===== config.mk =====
export PLATFORM = sky130hd
export DESIGN_NAME = tmsr_top
export DESIGN_NICKNAME = d
export VERILOG_FILES = /design/src/verilog/tmsr_pkg.sv /design/src/verilog/tmsr_sched.sv /design/src/verilog/tmsr_top.sv
export SDC_FILE = /design/constraint.sdc
export NUM_CORES = 1
export LEC_CHECK = 0
export BUFFER_PORTS_ARGS = -buffer_cell sky130_fd_sc_hd__buf_2
export CAP_MARGIN = 15
export CELL_PAD_IN_SITES_DETAIL_PLACEMENT = 1
export CELL_PAD_IN_SITES_GLOBAL_PLACEMENT = 1
export CORE_ASPECT_RATIO = 1.25
export CORE_UTILIZATION = 52
export CTS_BUF_LIST = sky130_fd_sc_hd__clkbuf_2 sky130_fd_sc_hd__clkbuf_4 sky130_fd_sc_hd__clkbuf_8
export DETAILED_ROUTE_END_ITERATION = 12
export PLACE_DENSITY = 0.81
export SYNTH_ARGS = -nofsm -noshare
export SYNTH_HDL_FRONTEND = slang
export SYNTH_SLANG_ARGS = --single-unit
export TNS_END_PERCENT = 1

===== constraint.sdc =====
create_clock -name clock -period 3.3 [get_ports clock]
set_input_delay 0 -clock clock [delete_from_list [all_inputs] [get_ports clock]]
set_output_delay 0 -clock clock [all_outputs]
set_load 0.02 [all_outputs]

===== src/verilog/tmsr_pkg.sv =====
// Package of the temperature monitor register and serial slave logic.
// Assumes a single 125 MHz clock; all users refer to names with tmsr_pkg::.
package tmsr_pkg;
  // Clock and the fastest conversion period
  localparam int unsigned CLOCK_HZ        = 125_000_000;
  localparam int unsigned FAST_PERIOD_MS  = 125;
  localparam int unsigned FAST_PERIOD_CYC = CLOCK_HZ / 1000 * FAST_PERIOD_MS;
  localparam int unsigned PERIOD_W        = 24;

  // Read locations of the pointer
  localparam logic [7:0] RD_LOCAL      = 8'h00;
  localparam logic [7:0] RD_REMOTE     = 8'h01;
  localparam logic [7:0] RD_STATUS     = 8'h02;
  localparam logic [7:0] RD_CONFIG     = 8'h03;
  localparam logic [7:0] RD_RATE       = 8'h04;
  localparam logic [7:0] RD_LOC_HIGH   = 8'h05;
  localparam logic [7:0] RD_LOC_LOW    = 8'h06;
  localparam logic [7:0] RD_REM_HIGH   = 8'h07;
  localparam logic [7:0] RD_REM_LOW    = 8'h08;
  localparam logic [7:0] RW_OFFSET     = 8'h11;
  // Write locations of the pointer
  localparam logic [7:0] WR_CONFIG     = 8'h09;
  localparam logic [7:0] WR_RATE       = 8'h0A;
  localparam logic [7:0] WR_LOC_HIGH   = 8'h0B;
  localparam logic [7:0] WR_LOC_LOW    = 8'h0C;
  localparam logic [7:0] WR_REM_HIGH   = 8'h0D;
  localparam logic [7:0] WR_REM_LOW    = 8'h0E;
  localparam logic [7:0] WR_ONE_SHOT   = 8'h0F;

  // Configuration fields
  localparam int unsigned CFG_ALARM_MASK_BIT = 7;
  localparam int unsigned CFG_STANDBY_BIT    = 6;
  localparam logic [7:0]  CFG_USED_MASK      = 8'hC0;
  localparam int unsigned RATE_CODE_W        = 3;
  localparam logic [2:0]  RATE_FASTEST       = 3'h7;

  // Reset values
  localparam logic [7:0] RST_CONFIG   = 8'h00;
  localparam logic [7:0] RST_RATE     = 8'h02;
  localparam logic [7:0] RST_HIGH     = 8'h7F;
  localparam logic [7:0] RST_LOW      = 8'hC9;
  localparam logic [7:0] RST_VALUE    = 8'h80;
  localparam logic [7:0] RST_OFFSET   = 8'h00;
  localparam logic [7:0] RST_POINTER  = 8'h00;

  // Status bit positions
  localparam int unsigned ST_BUSY     = 7;
  localparam int unsigned ST_LOC_HIGH = 6;
  localparam int unsigned ST_LOC_LOW  = 5;
  localparam int unsigned ST_REM_HIGH = 4;
  localparam int unsigned ST_REM_LOW  = 3;

  // Three-level select pin codes
  localparam logic [1:0] SEL_LOW   = 2'h0;
  localparam logic [1:0] SEL_FLOAT = 2'h1;
  localparam logic [1:0] SEL_HIGH  = 2'h2;
  localparam logic [3:0] PREFIX_LOW   = 4'h3;
  localparam logic [3:0] PREFIX_FLOAT = 4'h5;
  localparam logic [3:0] PREFIX_HIGH  = 4'h9;
  localparam logic [2:0] BASE_LOW     = 3'h0;
  localparam logic [2:0] BASE_FLOAT   = 3'h1;
  localparam logic [2:0] BASE_HIGH    = 3'h4;

  // Serial engine
  localparam logic [3:0] BITS_PER_BYTE = 4'h8;
  localparam logic [1:0] STRAP_DELAY   = 2'h2;

  typedef enum logic [2:0] {
    TMSR_IDLE  = 3'b000,
    TMSR_ADDR  = 3'b001,
    TMSR_AACK  = 3'b010,
    TMSR_WDATA = 3'b011,
    TMSR_WACK  = 3'b100,
    TMSR_RDATA = 3'b101,
    TMSR_RACK  = 3'b110,
    TMSR_WAIT  = 3'b111
  } tmsr_state_t;
endpackage


===== src/verilog/tmsr_sched.sv =====
// Conversion scheduler: rate divider, one-shot and standby abort.
// Assumes the converter answers a start with one done pulse on this clock.
module tmsr_sched #(
  parameter int unsigned PERIOD_CYC = tmsr_pkg::FAST_PERIOD_CYC
) (
  input  wire logic       clock,
  input  wire logic       reset_n,
  input  wire logic [2:0] rate_code,
  input  wire logic       standby_bit,
  input  wire logic       standby_pin_q,
  input  wire logic       one_shot_req,
  input  wire logic       adc_done,
  output logic            adc_start,
  output logic            adc_abort,
  output logic            busy,
  output logic            commit
);
  typedef struct packed {
    logic [tmsr_pkg::PERIOD_W-1:0] base_cnt;
    logic [7:0]                    mult_cnt;
    logic                          busy;
    logic                          single;
    logic                          start;
    logic                          abort;
    logic                          commit;
  } tmsr_sched_t;

  localparam logic [tmsr_pkg::PERIOD_W-1:0] BASE_LAST =
    tmsr_pkg::PERIOD_W'(PERIOD_CYC - 1);

  tmsr_sched_t cur;
  tmsr_sched_t next_cur;
  logic        running;
  logic        tick;
  logic [7:0]  divide;

  always_comb begin
    next_cur        = cur;
    next_cur.start  = 1'b0;
    next_cur.abort  = 1'b0;
    next_cur.commit = 1'b0;
    running = !standby_bit && standby_pin_q;
    divide  = 8'h01 << (tmsr_pkg::RATE_FASTEST - rate_code);
    tick    = cur.base_cnt == BASE_LAST;
    next_cur.base_cnt = tick ? '0 : cur.base_cnt + 1'b1;
    if (tick) begin
      next_cur.mult_cnt = (cur.mult_cnt >= divide - 8'h01) ?
                          8'h00 : cur.mult_cnt + 8'h01;
    end
    if (cur.busy && (!standby_pin_q || (standby_bit && !cur.single))) begin
      // Abort drops the result: values keep what they held
      next_cur.busy  = 1'b0;
      next_cur.abort = 1'b1;
    end else if (cur.busy && adc_done) begin
      next_cur.busy   = 1'b0;
      next_cur.commit = 1'b1;
    end else if (!cur.busy && running && tick &&
                 cur.mult_cnt >= divide - 8'h01) begin
      next_cur.busy   = 1'b1;
      next_cur.single = 1'b0;
      next_cur.start  = 1'b1;
    end else if (!cur.busy && one_shot_req && standby_bit &&
                 standby_pin_q) begin
      next_cur.busy   = 1'b1;
      next_cur.single = 1'b1;
      next_cur.start  = 1'b1;
    end
  end

  always_ff @(posedge clock or negedge reset_n) begin
    if (!reset_n) begin
      cur <= '0;
    end else begin
      cur <= next_cur;
    end
  end

  assign adc_start = cur.start;
  assign adc_abort = cur.abort;
  assign busy      = cur.busy;
  assign commit    = cur.commit;
endmodule


===== src/verilog/tmsr_top.sv =====
// Serial slave, register file and limit comparison of a two-channel
// temperature monitor. Assumes an external open-drain pad resolves the data
// line from oe, and a converter on the same clock answering adc_start.
module tmsr_top #(
  parameter int unsigned PERIOD_CYC = tmsr_pkg::FAST_PERIOD_CYC
) (
  input  wire logic       clock,
  input  wire logic       reset_n,
  input  wire logic       serial_clock_line,
  input  wire logic       serial_data_line_in,
  output logic            serial_data_line_out,
  output logic            serial_data_line_oe,
  input  wire logic [1:0] addr_select_first,
  input  wire logic [1:0] addr_select_second,
  input  wire logic       standby_pin_n,
  input  wire logic       adc_done,
  input  wire logic [7:0] adc_local,
  input  wire logic [7:0] adc_remote,
  output logic            adc_start,
  output logic            adc_abort,
  output logic            alarm_n
);
  typedef struct packed {
    logic [1:0]            scl_s;
    logic [1:0]            sda_s;
    logic [1:0]            standby_pin_n_s;
    logic [3:0]            sel_s;
    logic [3:0]            sel_q;
    logic                  scl_d;
    logic                  sda_d;
    logic [1:0]            strap_wait;
    logic                  strap_done;
    logic [6:0]            slave_addr;
    tmsr_pkg::tmsr_state_t state;
    logic [3:0]            cnt;
    logic [7:0]            shreg;
    logic [7:0]            tx;
    logic                  rw;
    logic                  second;
    logic                  sda_oe;
    logic [7:0]            pointer;
    logic [7:0]            configuration;
    logic [7:0]            conversion_rate;
    logic [7:0]            local_high;
    logic [7:0]            local_low;
    logic [7:0]            remote_high;
    logic [7:0]            remote_low;
    logic [7:0]            remote_offset;
    logic [7:0]            local_value;
    logic [7:0]            remote_value;
    logic                  one_shot;
    logic                  alarm;
  } tmsr_top_t;

  tmsr_top_t  cur;
  tmsr_top_t  next_cur;
  logic       busy;
  logic       commit;
  logic       scl;
  logic       sda;
  logic       scl_rise;
  logic       scl_fall;
  logic [3:0] trips;
  logic [7:0] rd_byte;

  function automatic logic [6:0] slave_address(input logic [1:0] first,
                                               input logic [1:0] second);
    logic [3:0] prefix;
    logic [2:0] base;
    prefix = tmsr_pkg::PREFIX_LOW;
    base   = tmsr_pkg::BASE_LOW;
    case (first)
      tmsr_pkg::SEL_FLOAT: begin
        prefix = tmsr_pkg::PREFIX_FLOAT;
        base   = tmsr_pkg::BASE_FLOAT;
      end
      tmsr_pkg::SEL_HIGH: begin
        prefix = tmsr_pkg::PREFIX_HIGH;
        base   = tmsr_pkg::BASE_HIGH;
      end
      default: begin
        prefix = tmsr_pkg::PREFIX_LOW;
        base   = tmsr_pkg::BASE_LOW;
      end
    endcase
    slave_address = {prefix, base + {1'b0, second}};
  endfunction

  // Signed compare: high trips on greater, low on less, equality never trips
  function automatic logic [1:0] limit_trip(input logic [7:0] value,
                                            input logic [7:0] high,
                                            input logic [7:0] low);
    limit_trip = {$signed(value) > $signed(high),
                  $signed(value) < $signed(low)};
  endfunction

  function automatic logic [7:0] reg_read(input tmsr_top_t s,
                                          input logic      is_busy,
                                          input logic [3:0] trip);
    case (s.pointer)
      tmsr_pkg::RD_LOCAL:    reg_read = s.local_value;
      tmsr_pkg::RD_REMOTE:   reg_read = s.remote_value;
      tmsr_pkg::RD_STATUS:   reg_read = {is_busy, trip, 3'h0};
      tmsr_pkg::RD_CONFIG:   reg_read = s.configuration
                                        & tmsr_pkg::CFG_USED_MASK;
      tmsr_pkg::RD_RATE:     reg_read = s.conversion_rate;
      tmsr_pkg::RD_LOC_HIGH: reg_read = s.local_high;
      tmsr_pkg::RD_LOC_LOW:  reg_read = s.local_low;
      tmsr_pkg::RD_REM_HIGH: reg_read = s.remote_high;
      tmsr_pkg::RD_REM_LOW:  reg_read = s.remote_low;
      tmsr_pkg::RW_OFFSET:   reg_read = s.remote_offset;
      default:               reg_read = 8'h00;
    endcase
  endfunction

  assign scl      = cur.scl_s[1];
  assign sda      = cur.sda_s[1];
  assign scl_rise = scl && !cur.scl_d;
  assign scl_fall = !scl && cur.scl_d;
  assign trips    = {limit_trip(cur.local_value, cur.local_high,
                                cur.local_low),
                     limit_trip(cur.remote_value, cur.remote_high,
                                cur.remote_low)};
  // Selected byte as a net, so its top bit can be picked for the line
  assign rd_byte  = reg_read(cur, busy, trips);

  always_comb begin
    next_cur          = cur;
    next_cur.one_shot = 1'b0;
    // Two-stage synchronisers for the bus, standby and select pins; converter inputs are used directly
    next_cur.scl_s  = {cur.scl_s[0], serial_clock_line};
    next_cur.sda_s  = {cur.sda_s[0], serial_data_line_in};
    next_cur.standby_pin_n_s = {cur.standby_pin_n_s[0], standby_pin_n};
    next_cur.sel_s  = {addr_select_first, addr_select_second};
    next_cur.sel_q  = cur.sel_s;
    next_cur.scl_d  = scl;
    next_cur.sda_d  = sda;
    // Strap is taken once, after the synchronisers have filled
    if (!cur.strap_done) begin
      if (cur.strap_wait == tmsr_pkg::STRAP_DELAY) begin
        next_cur.strap_done = 1'b1;
        next_cur.slave_addr = slave_address(cur.sel_q[3:2], cur.sel_q[1:0]);
      end else begin
        next_cur.strap_wait = cur.strap_wait + 2'h1;
      end
    end

    if (commit) begin
      next_cur.local_value  = adc_local;
      next_cur.remote_value = adc_remote + cur.remote_offset;
    end
    // Alarm masked by config bit 7
    next_cur.alarm = |trips &&
      !cur.configuration[tmsr_pkg::CFG_ALARM_MASK_BIT];

    if (scl && cur.scl_d && cur.sda_d && !sda && cur.strap_done) begin
      next_cur.state  = tmsr_pkg::TMSR_ADDR;
      next_cur.cnt    = 4'h0;
      next_cur.sda_oe = 1'b0;
    end else if (scl && cur.scl_d && !cur.sda_d && sda) begin
      next_cur.state  = tmsr_pkg::TMSR_IDLE;
      next_cur.sda_oe = 1'b0;
    end else if (scl_rise) begin
      // Sample on rising clock only, data stable while high
      if (cur.state == tmsr_pkg::TMSR_ADDR ||
          cur.state == tmsr_pkg::TMSR_WDATA) begin
        next_cur.shreg = {cur.shreg[6:0], sda};
        next_cur.cnt   = cur.cnt + 4'h1;
      end else if (cur.state == tmsr_pkg::TMSR_RACK) begin
        next_cur.rw = sda;
      end
    end else if (scl_fall) begin
      // All line changes happen after a falling clock
      case (cur.state)
        tmsr_pkg::TMSR_ADDR: begin
          if (cur.cnt == tmsr_pkg::BITS_PER_BYTE) begin
            if (cur.shreg[7:1] == cur.slave_addr) begin
              next_cur.sda_oe = 1'b1;
              next_cur.rw     = cur.shreg[0];
              next_cur.state  = tmsr_pkg::TMSR_AACK;
            end else begin
              next_cur.state = tmsr_pkg::TMSR_WAIT;
            end
          end
        end
        tmsr_pkg::TMSR_AACK: begin
          next_cur.cnt    = 4'h0;
          next_cur.second = 1'b0;
          if (cur.rw) begin
            next_cur.tx     = rd_byte;
            next_cur.sda_oe = !rd_byte[7];
            next_cur.state  = tmsr_pkg::TMSR_RDATA;
          end else begin
            next_cur.sda_oe = 1'b0;
            next_cur.state  = tmsr_pkg::TMSR_WDATA;
          end
        end
        tmsr_pkg::TMSR_WDATA: begin
          if (cur.cnt == tmsr_pkg::BITS_PER_BYTE) begin
            next_cur.state = tmsr_pkg::TMSR_WACK;
            if (!cur.second) begin
              next_cur.sda_oe  = 1'b1;
              next_cur.pointer = cur.shreg;
            end else begin
              next_cur.sda_oe = 1'b1;
              case (cur.pointer)
                tmsr_pkg::WR_CONFIG:   next_cur.configuration =
                  cur.shreg & tmsr_pkg::CFG_USED_MASK;
                tmsr_pkg::WR_RATE:     next_cur.conversion_rate = cur.shreg;
                tmsr_pkg::WR_LOC_HIGH: next_cur.local_high = cur.shreg;
                tmsr_pkg::WR_LOC_LOW:  next_cur.local_low = cur.shreg;
                tmsr_pkg::WR_REM_HIGH: next_cur.remote_high = cur.shreg;
                tmsr_pkg::WR_REM_LOW:  next_cur.remote_low = cur.shreg;
                tmsr_pkg::RW_OFFSET:   next_cur.remote_offset = cur.shreg;
                tmsr_pkg::WR_ONE_SHOT: next_cur.one_shot = 1'b1;
                default:               next_cur.one_shot = 1'b0;
              endcase
            end
          end
        end
        tmsr_pkg::TMSR_WACK: begin
          next_cur.sda_oe = 1'b0;
          next_cur.cnt    = 4'h0;
          // A third byte is not acknowledged and not stored
          next_cur.state  = cur.second ? tmsr_pkg::TMSR_WAIT
                                       : tmsr_pkg::TMSR_WDATA;
          next_cur.second = 1'b1;
        end
        tmsr_pkg::TMSR_RDATA: begin
          next_cur.cnt = cur.cnt + 4'h1;
          if (cur.cnt == tmsr_pkg::BITS_PER_BYTE - 4'h1) begin
            next_cur.sda_oe = 1'b0;
            next_cur.state  = tmsr_pkg::TMSR_RACK;
          end else begin
            next_cur.tx     = {cur.tx[6:0], 1'b0};
            next_cur.sda_oe = !cur.tx[6];
          end
        end
        tmsr_pkg::TMSR_RACK: begin
          // One byte per read, whatever the master answered
          next_cur.state = tmsr_pkg::TMSR_WAIT;
        end
        tmsr_pkg::TMSR_IDLE,
        tmsr_pkg::TMSR_WAIT: begin
          next_cur.sda_oe = 1'b0;
        end
        default: begin
          next_cur.state  = tmsr_pkg::TMSR_IDLE;
          next_cur.sda_oe = 1'b0;
        end
      endcase
    end
  end

  always_ff @(posedge clock or negedge reset_n) begin
    if (!reset_n) begin
      cur                 <= '0;
      cur.scl_s           <= 2'h3;
      cur.sda_s           <= 2'h3;
      cur.standby_pin_n_s          <= 2'h3;
      cur.scl_d           <= 1'b1;
      cur.sda_d           <= 1'b1;
      cur.state           <= tmsr_pkg::TMSR_IDLE;
      cur.pointer         <= tmsr_pkg::RST_POINTER;
      cur.configuration   <= tmsr_pkg::RST_CONFIG;
      cur.conversion_rate <= tmsr_pkg::RST_RATE;
      cur.local_high      <= tmsr_pkg::RST_HIGH;
      cur.local_low       <= tmsr_pkg::RST_LOW;
      cur.remote_high     <= tmsr_pkg::RST_HIGH;
      cur.remote_low      <= tmsr_pkg::RST_LOW;
      cur.remote_offset   <= tmsr_pkg::RST_OFFSET;
      cur.local_value     <= tmsr_pkg::RST_VALUE;
      cur.remote_value    <= tmsr_pkg::RST_VALUE;
    end else begin
      cur <= next_cur;
    end
  end

  tmsr_sched #(
    .PERIOD_CYC(PERIOD_CYC)
  ) u_sched (
    .clock         (clock),
    .reset_n       (reset_n),
    .rate_code     (cur.conversion_rate[tmsr_pkg::RATE_CODE_W-1:0]),
    .standby_bit   (cur.configuration[tmsr_pkg::CFG_STANDBY_BIT]),
    .standby_pin_q (cur.standby_pin_n_s[1]),
    .one_shot_req  (cur.one_shot),
    .adc_done      (adc_done),
    .adc_start     (adc_start),
    .adc_abort     (adc_abort),
    .busy          (busy),
    .commit        (commit)
  );

  // Line is only ever pulled low; oe high means pulling
  assign serial_data_line_out = 1'b0;
  assign serial_data_line_oe  = cur.sda_oe;
  assign alarm_n              = !cur.alarm;
endmodule

-- Word-level counts from Yosys, hierarchy flattened
Index checks and enable logic that the tools add are counted.
- logic and storage cells: 255
- bits in registers: 171
- output and inout port bits: 5
- reductions and logical operators: 69
- bitwise logic cells: 7
- eq/ne operators: 51
- $add $sub $neg: 8
- magnitude comparators: 5
- shift operators: 1
- multiplexer cells: 78
- operators with widths (operator ; count):
    $mux W65 ; 6
    $mux W8 ; 15
    $pmux W8 S10 ; 1
    $mux W75 ; 1
    $mux W66 ; 1
    $eq A8 B4 Y1 const B ; 8
    $mux W64 ; 1
    $reduce_and A8 Y1 ; 8
    $mux W56 ; 1
    $ne A6 B5 Y1 const B ; 8
    $mux W3 ; 12
    $eq A8 B3 Y1 const B ; 4
    $mux W1 ; 27
    $add A24 B1 Y24 const B ; 1
    $eq A24 B24 Y1 const B ; 1
    $mux W24 ; 1
    $mux W22 ; 1
    $logic_and A1 B1 Y1 ; 19
    $pmux W3 S6 ; 1
    $eq A8 B2 Y1 const B ; 2
    $gt A8 B8 Y1 ; 2
    $lt A8 B8 Y1 ; 2
    $pmux W4 S2 ; 2
    $pmux W8 S2 ; 1
    other kinds (50) ; 93

-- Logic depth before layout (Yosys ltp)
- depth after elaboration: 14
- gate-level depth with buffers: 10
- depth with buffers taken out: 9

-- Cells and area by module
A second synthesis with hierarchy kept.
- cells, all modules: 909
- area, all modules: 9359.0 um^2
- modules (own cells, without submodules) (module ; area an instance (um^2) ; instances ; cells an instance):
    tmsr_top ; 7231.9 ; 1 ; 695
    tmsr_sched ; 2127.0 ; 1 ; 214

-- Worst setup path before layout
Ideal clock, no wire load.
- kind: reg2reg
- start point: reg cur[119] (netlist bit)
- end point: reg cur[18] (netlist bit)
- required time: 3.175 ns
- path buffers: 2
- library setup time: 0.125 ns
- cell stages (with the launch flop): 11
- arrival: 2.209 ns
- slack: 0.966 ns
- path through: dfstp_2 -> inv_1 -> ha_1 -> nor2b_1 -> nand4_1 -> a21oi_1 -> o21a_1 -> buf_2 -> nor2b_1 -> buf_2 -> mux2_2
- cells in the longest elaborated chain, start to end: 6
- elaborated cells between the ends (all ways): 16
- RTL lines (what ; line ; RTL):
    start, declared ; tmsr_top.sv:55 ; tmsr_top_t cur;
    start signal, assigned ; tmsr_top.sv:275 ; cur <= next_cur;
    $logic_and A1 B1 Y1 ; tmsr_top.sv:156, tmsr_top.sv:160 ;
    $logic_and A1 B1 Y1 (3 in series) ; tmsr_top.sv:156 ; if (scl && cur.scl_d && cur.sda_d && !sda && cur.strap_done) begin
    $ne A6 B5 Y1 (no line) (tied with other cells) ; n/a ;
    $reduce_and A8 Y1 (no line) (*) ; n/a ;
Every way passes the cells marked *; elsewhere a longest branch is shown, timed or not.
A chain may end at the register's enable or synchronous reset.

-- Final worst setup path
- start point: reg cur[119] (netlist bit)
- end point: reg cur[25] (netlist bit)
The elaborated chain is that of the path after synthesis.

==> results by group <==
Clocking
  – Postcts setup bufs: 0
  – Clock latency on the worst-skew pair: 0.46 ns
  – CTS Hold Bufs: 21
  – H-tree Lvls: 4
  – CTS tree: done
  – Clock transition at the registers of the reported paths: 0.09 ns
  – CTS Root Cell: clkbuf_8
  – CTS sink count: 164
  – Bufs on Longest Clock Path: 2
  – Num CTS Buffers: 17
  – Post-cts sizing count: 0

Critical path
  – Worst Setup End Kind: flip-flop
  – Crit path kind: reg2reg
  – R2r setup slk: 0.25 ns
  – Worst-path maximum fanout: 11
  – Setup crit start kind: flip-flop
  – Worst endpoint required time: 3.65 ns
  – Crit path DAT: 3.40 ns

Routing
  – Drt pass-1 iters: 4
  – Routed Antenna Nets: 0
  – Vias per cell: 6.10
  – Initial DRC count: 459
  – Vias: 6863
  – Remaining DRCs: 0
  – Total wire length: 24.7 mm
  – DR WL/cell: 21.9 um

Synth
  – Syn. warnings: 0
  – Syn_area_per_cell: 10.8 um2
  – Cell accounting for the most synthesized area: dfrtp_1
  – Sequential element share of the synthesized area: 0.449
  – Number of flops mapped to enable cells by yosys: 0
  – Synthesized instance count: 855
  – Most used DFF post-synth: dfrtp_1
  – Ys async rst share: 1.00
  – Mapped Area: 9230 um2
  – Synth top area cells: dfrtp_1 (36%), mux2_2 (11%), dfstp_2 (9.4%), ha_1 (7.9%), inv_1 (2.2%)
  – Yosys reg bits: 164
  – Top-area cell type share of the netlist area: 0.355
  – Net count after synthesis: 940
  – Post-synth cell types: 77

STA
  – Final period util: 0.924
  – Max transition margin: 0.419
  – Final setup vio count: 0
  – Max Clock Freq: 328 MHz
  – Final worst path period need: 3.05 ns
  – Max Slew Vio Count: 0
  – Slew @ Worst Pin: 0.872 ns
  – RSZ-0062 raised after global routing: false
  – PnR worst setup slack: 0.250 ns
  – Hold Fails Final Rpt: 0
  – Clock skew: 0.0162 ns
  – TNS Setup: 0 ns

Finish
  – Finished Cell Area: 10200 um2
  – Area growth from synthesis to layout: 10.1%
  – Fin util: 0.583
  – Antenna cells: 0
  – Layout cells sized above 1: 0.245
  – Final nets: 974

Global routing
  – Largest net degree at the start of global routing: 93
  – Vias in the first global route: 7381
  – First-pass GRT wire length: 40.2 mm
  – Total GRT Usage: 0.293
  – Initial antenna violation count: 0
  – Overflow after GRT: 0

Floorplan
  – Die width: 121 um
  – Starting Density: 0.529
  – Core box area: 17400 um2
  – Die Ht: 151 um
  – Row count: 54
  – Boundary Pins: 31
  – DIE AREA: 18300 um2

Place
  – Placed Area: 9530 um2
  – DP Worst Slack: 0.358 ns
  – GPL Wtd Cong: 0.971
  – Input/output buffers: 29
  – Dpl hpwl: 18.2 mm

Min path
  – Hold WC Path Type: in2reg

Power
  – Pwr Total: 4.10 mW
  – Lkg Pwr: 4.48 nW
  – Power Density: 403 nW/um2
  – VDD IR max: 0.232 mV

Run status
  – Status: complete, no violations

Flow run
  – Max_cap viols: 0
## cells in the mapped netlist, types with 5 or more instances
cell	instances
dfrtp_1	131
mux2_2	91
ha_1	58
inv_1	53
nand2_1	52
nor2_1	49
dfstp_2	33
nand3_1	31
o21ai_0	27
a21oi_1	23
xnor2_1	22
clkbuf_1	18
nand4_1	18
buf_2	16
a21o_1	15
nor2b_1	15
nor3_1	12
xor2_1	12
nand2b_1	11
mux2i_1	10
and3_1	9
a22oi_1	8
a31oi_1	7
o31ai_1	7
a211oi_1	5
a221oi_1	5
and2_1	5
mux4_2	5
o21ai_2	5
## where the power goes
part	internal (mW)	switching [mW]	total [mW]	leakage, nW
Sequential	2.07	0.201	2.27	2.03
Clock	0.799	0.757	1.56	0.207
Combinational	0.134	0.134	0.268	2.24
## final timing paths
path,from,endpoint,cells after the start
setup / recovery,cur[119],cur[25],9
hold / removal,adc_remote[4],cur[6],4
setup reg to reg,cur[119],cur[25],9
hold reg to reg,cur[124],cur[120],0
max in group asynchronous,reset_n,cur[52],3
min in group asynchronous,reset_n,cur[15],2
## metal layers
| layer | global-route usage | up-vias | share of wire |
|---|---|---|---|
| li1 | - | 3139 | - |
| met1 | 0.341 | 3517 | 0.40 |
| met2 | 0.536 | 150 | 0.54 |
| met3 | 0.0384 | 57 | 0.029 |
| met4 | 0.128 | 0 | 0.034 |
| met5 | 0 | - | 0 |
## logic make-up (layout without fill, tap and decap cells)
logic type               count (synthesis)  after routing  share of synthesized area
buffers and inverters                   96            143                     0.0434
multiplexers                           106            106                      0.134
AO/OA/AOI/OAI                          144            144                      0.108
adder cells (fa/ha/maj)                 59             59                     0.0808
AND/OR/NAND/NOR                        250            250                      0.152
XOR/XNOR                                34             34                     0.0323
other                                    2              2                   0.000814
flip-flops                             164            164                      0.449
## critical path, stage by stage (launching register included)
cell and delay [ns]:
dfstp_2 0.57, inv_1 0.06, ha_1 0.33, nor2b_1 0.33, nand4_1 0.19, a21oi_1 0.22, o21a_1 0.47, nor2b_1 0.22
buf_4 0.19, mux2_2 0.35
## sequential cells by signal, indices dropped and copies added, names as in the netlist
name	count
u_sched.busy	1
u_sched.cur	33
u_sched.adc_abort	1
cur	126
u_sched.adc_start	1
serial_data_line_oe	1
u_sched.commit	1
## through the flow
step	cells	hold WS, ns
4_1_cts	1126	0.0307
5_1_grt	1126	0.0710
2_1_floorplan	855	-0.296
3_3_place_gp	1073	0.105
3_5_place_dp	1073	0.107
6_report	1126	0.0460
## placed cells by master, fill, tap and decap left out, types with 15 or more instances in the layout
master | Yosys | final
nand3_1 | 31 | 31
ha_1 | 58 | 58
dfrtp_1 | 131 | 131
xnor2_1 | 22 | 22
mux2_2 | 91 | 91
nand4_1 | 18 | 18
dlygate4sd3_1 | 0 | 21
dfstp_2 | 33 | 33
a21oi_1 | 23 | 23
nor2_1 | 49 | 49
nand2_1 | 52 | 52
a21o_1 | 15 | 15
clkbuf_8 | 0 | 18
nor2b_1 | 15 | 15
inv_1 | 53 | 53
buf_2 | 16 | 28
o21ai_0 | 27 | 27
## cell type report
| class | instances | area (um2) |
|---|---|---|
| fill | 1881 | 7270 |
| tap | 224 | 280 |
| inverter | 53 | 199 |
| clock buffer | 21 | 270 |
| sequential | 164 | 4150 |
| multi-input combinational | 595 | 4680 |
| timing repair buffer | 58 | 434 |
| clock inverter | 11 | 153 |
Note: power is estimated with default switching activity, not from simulation.
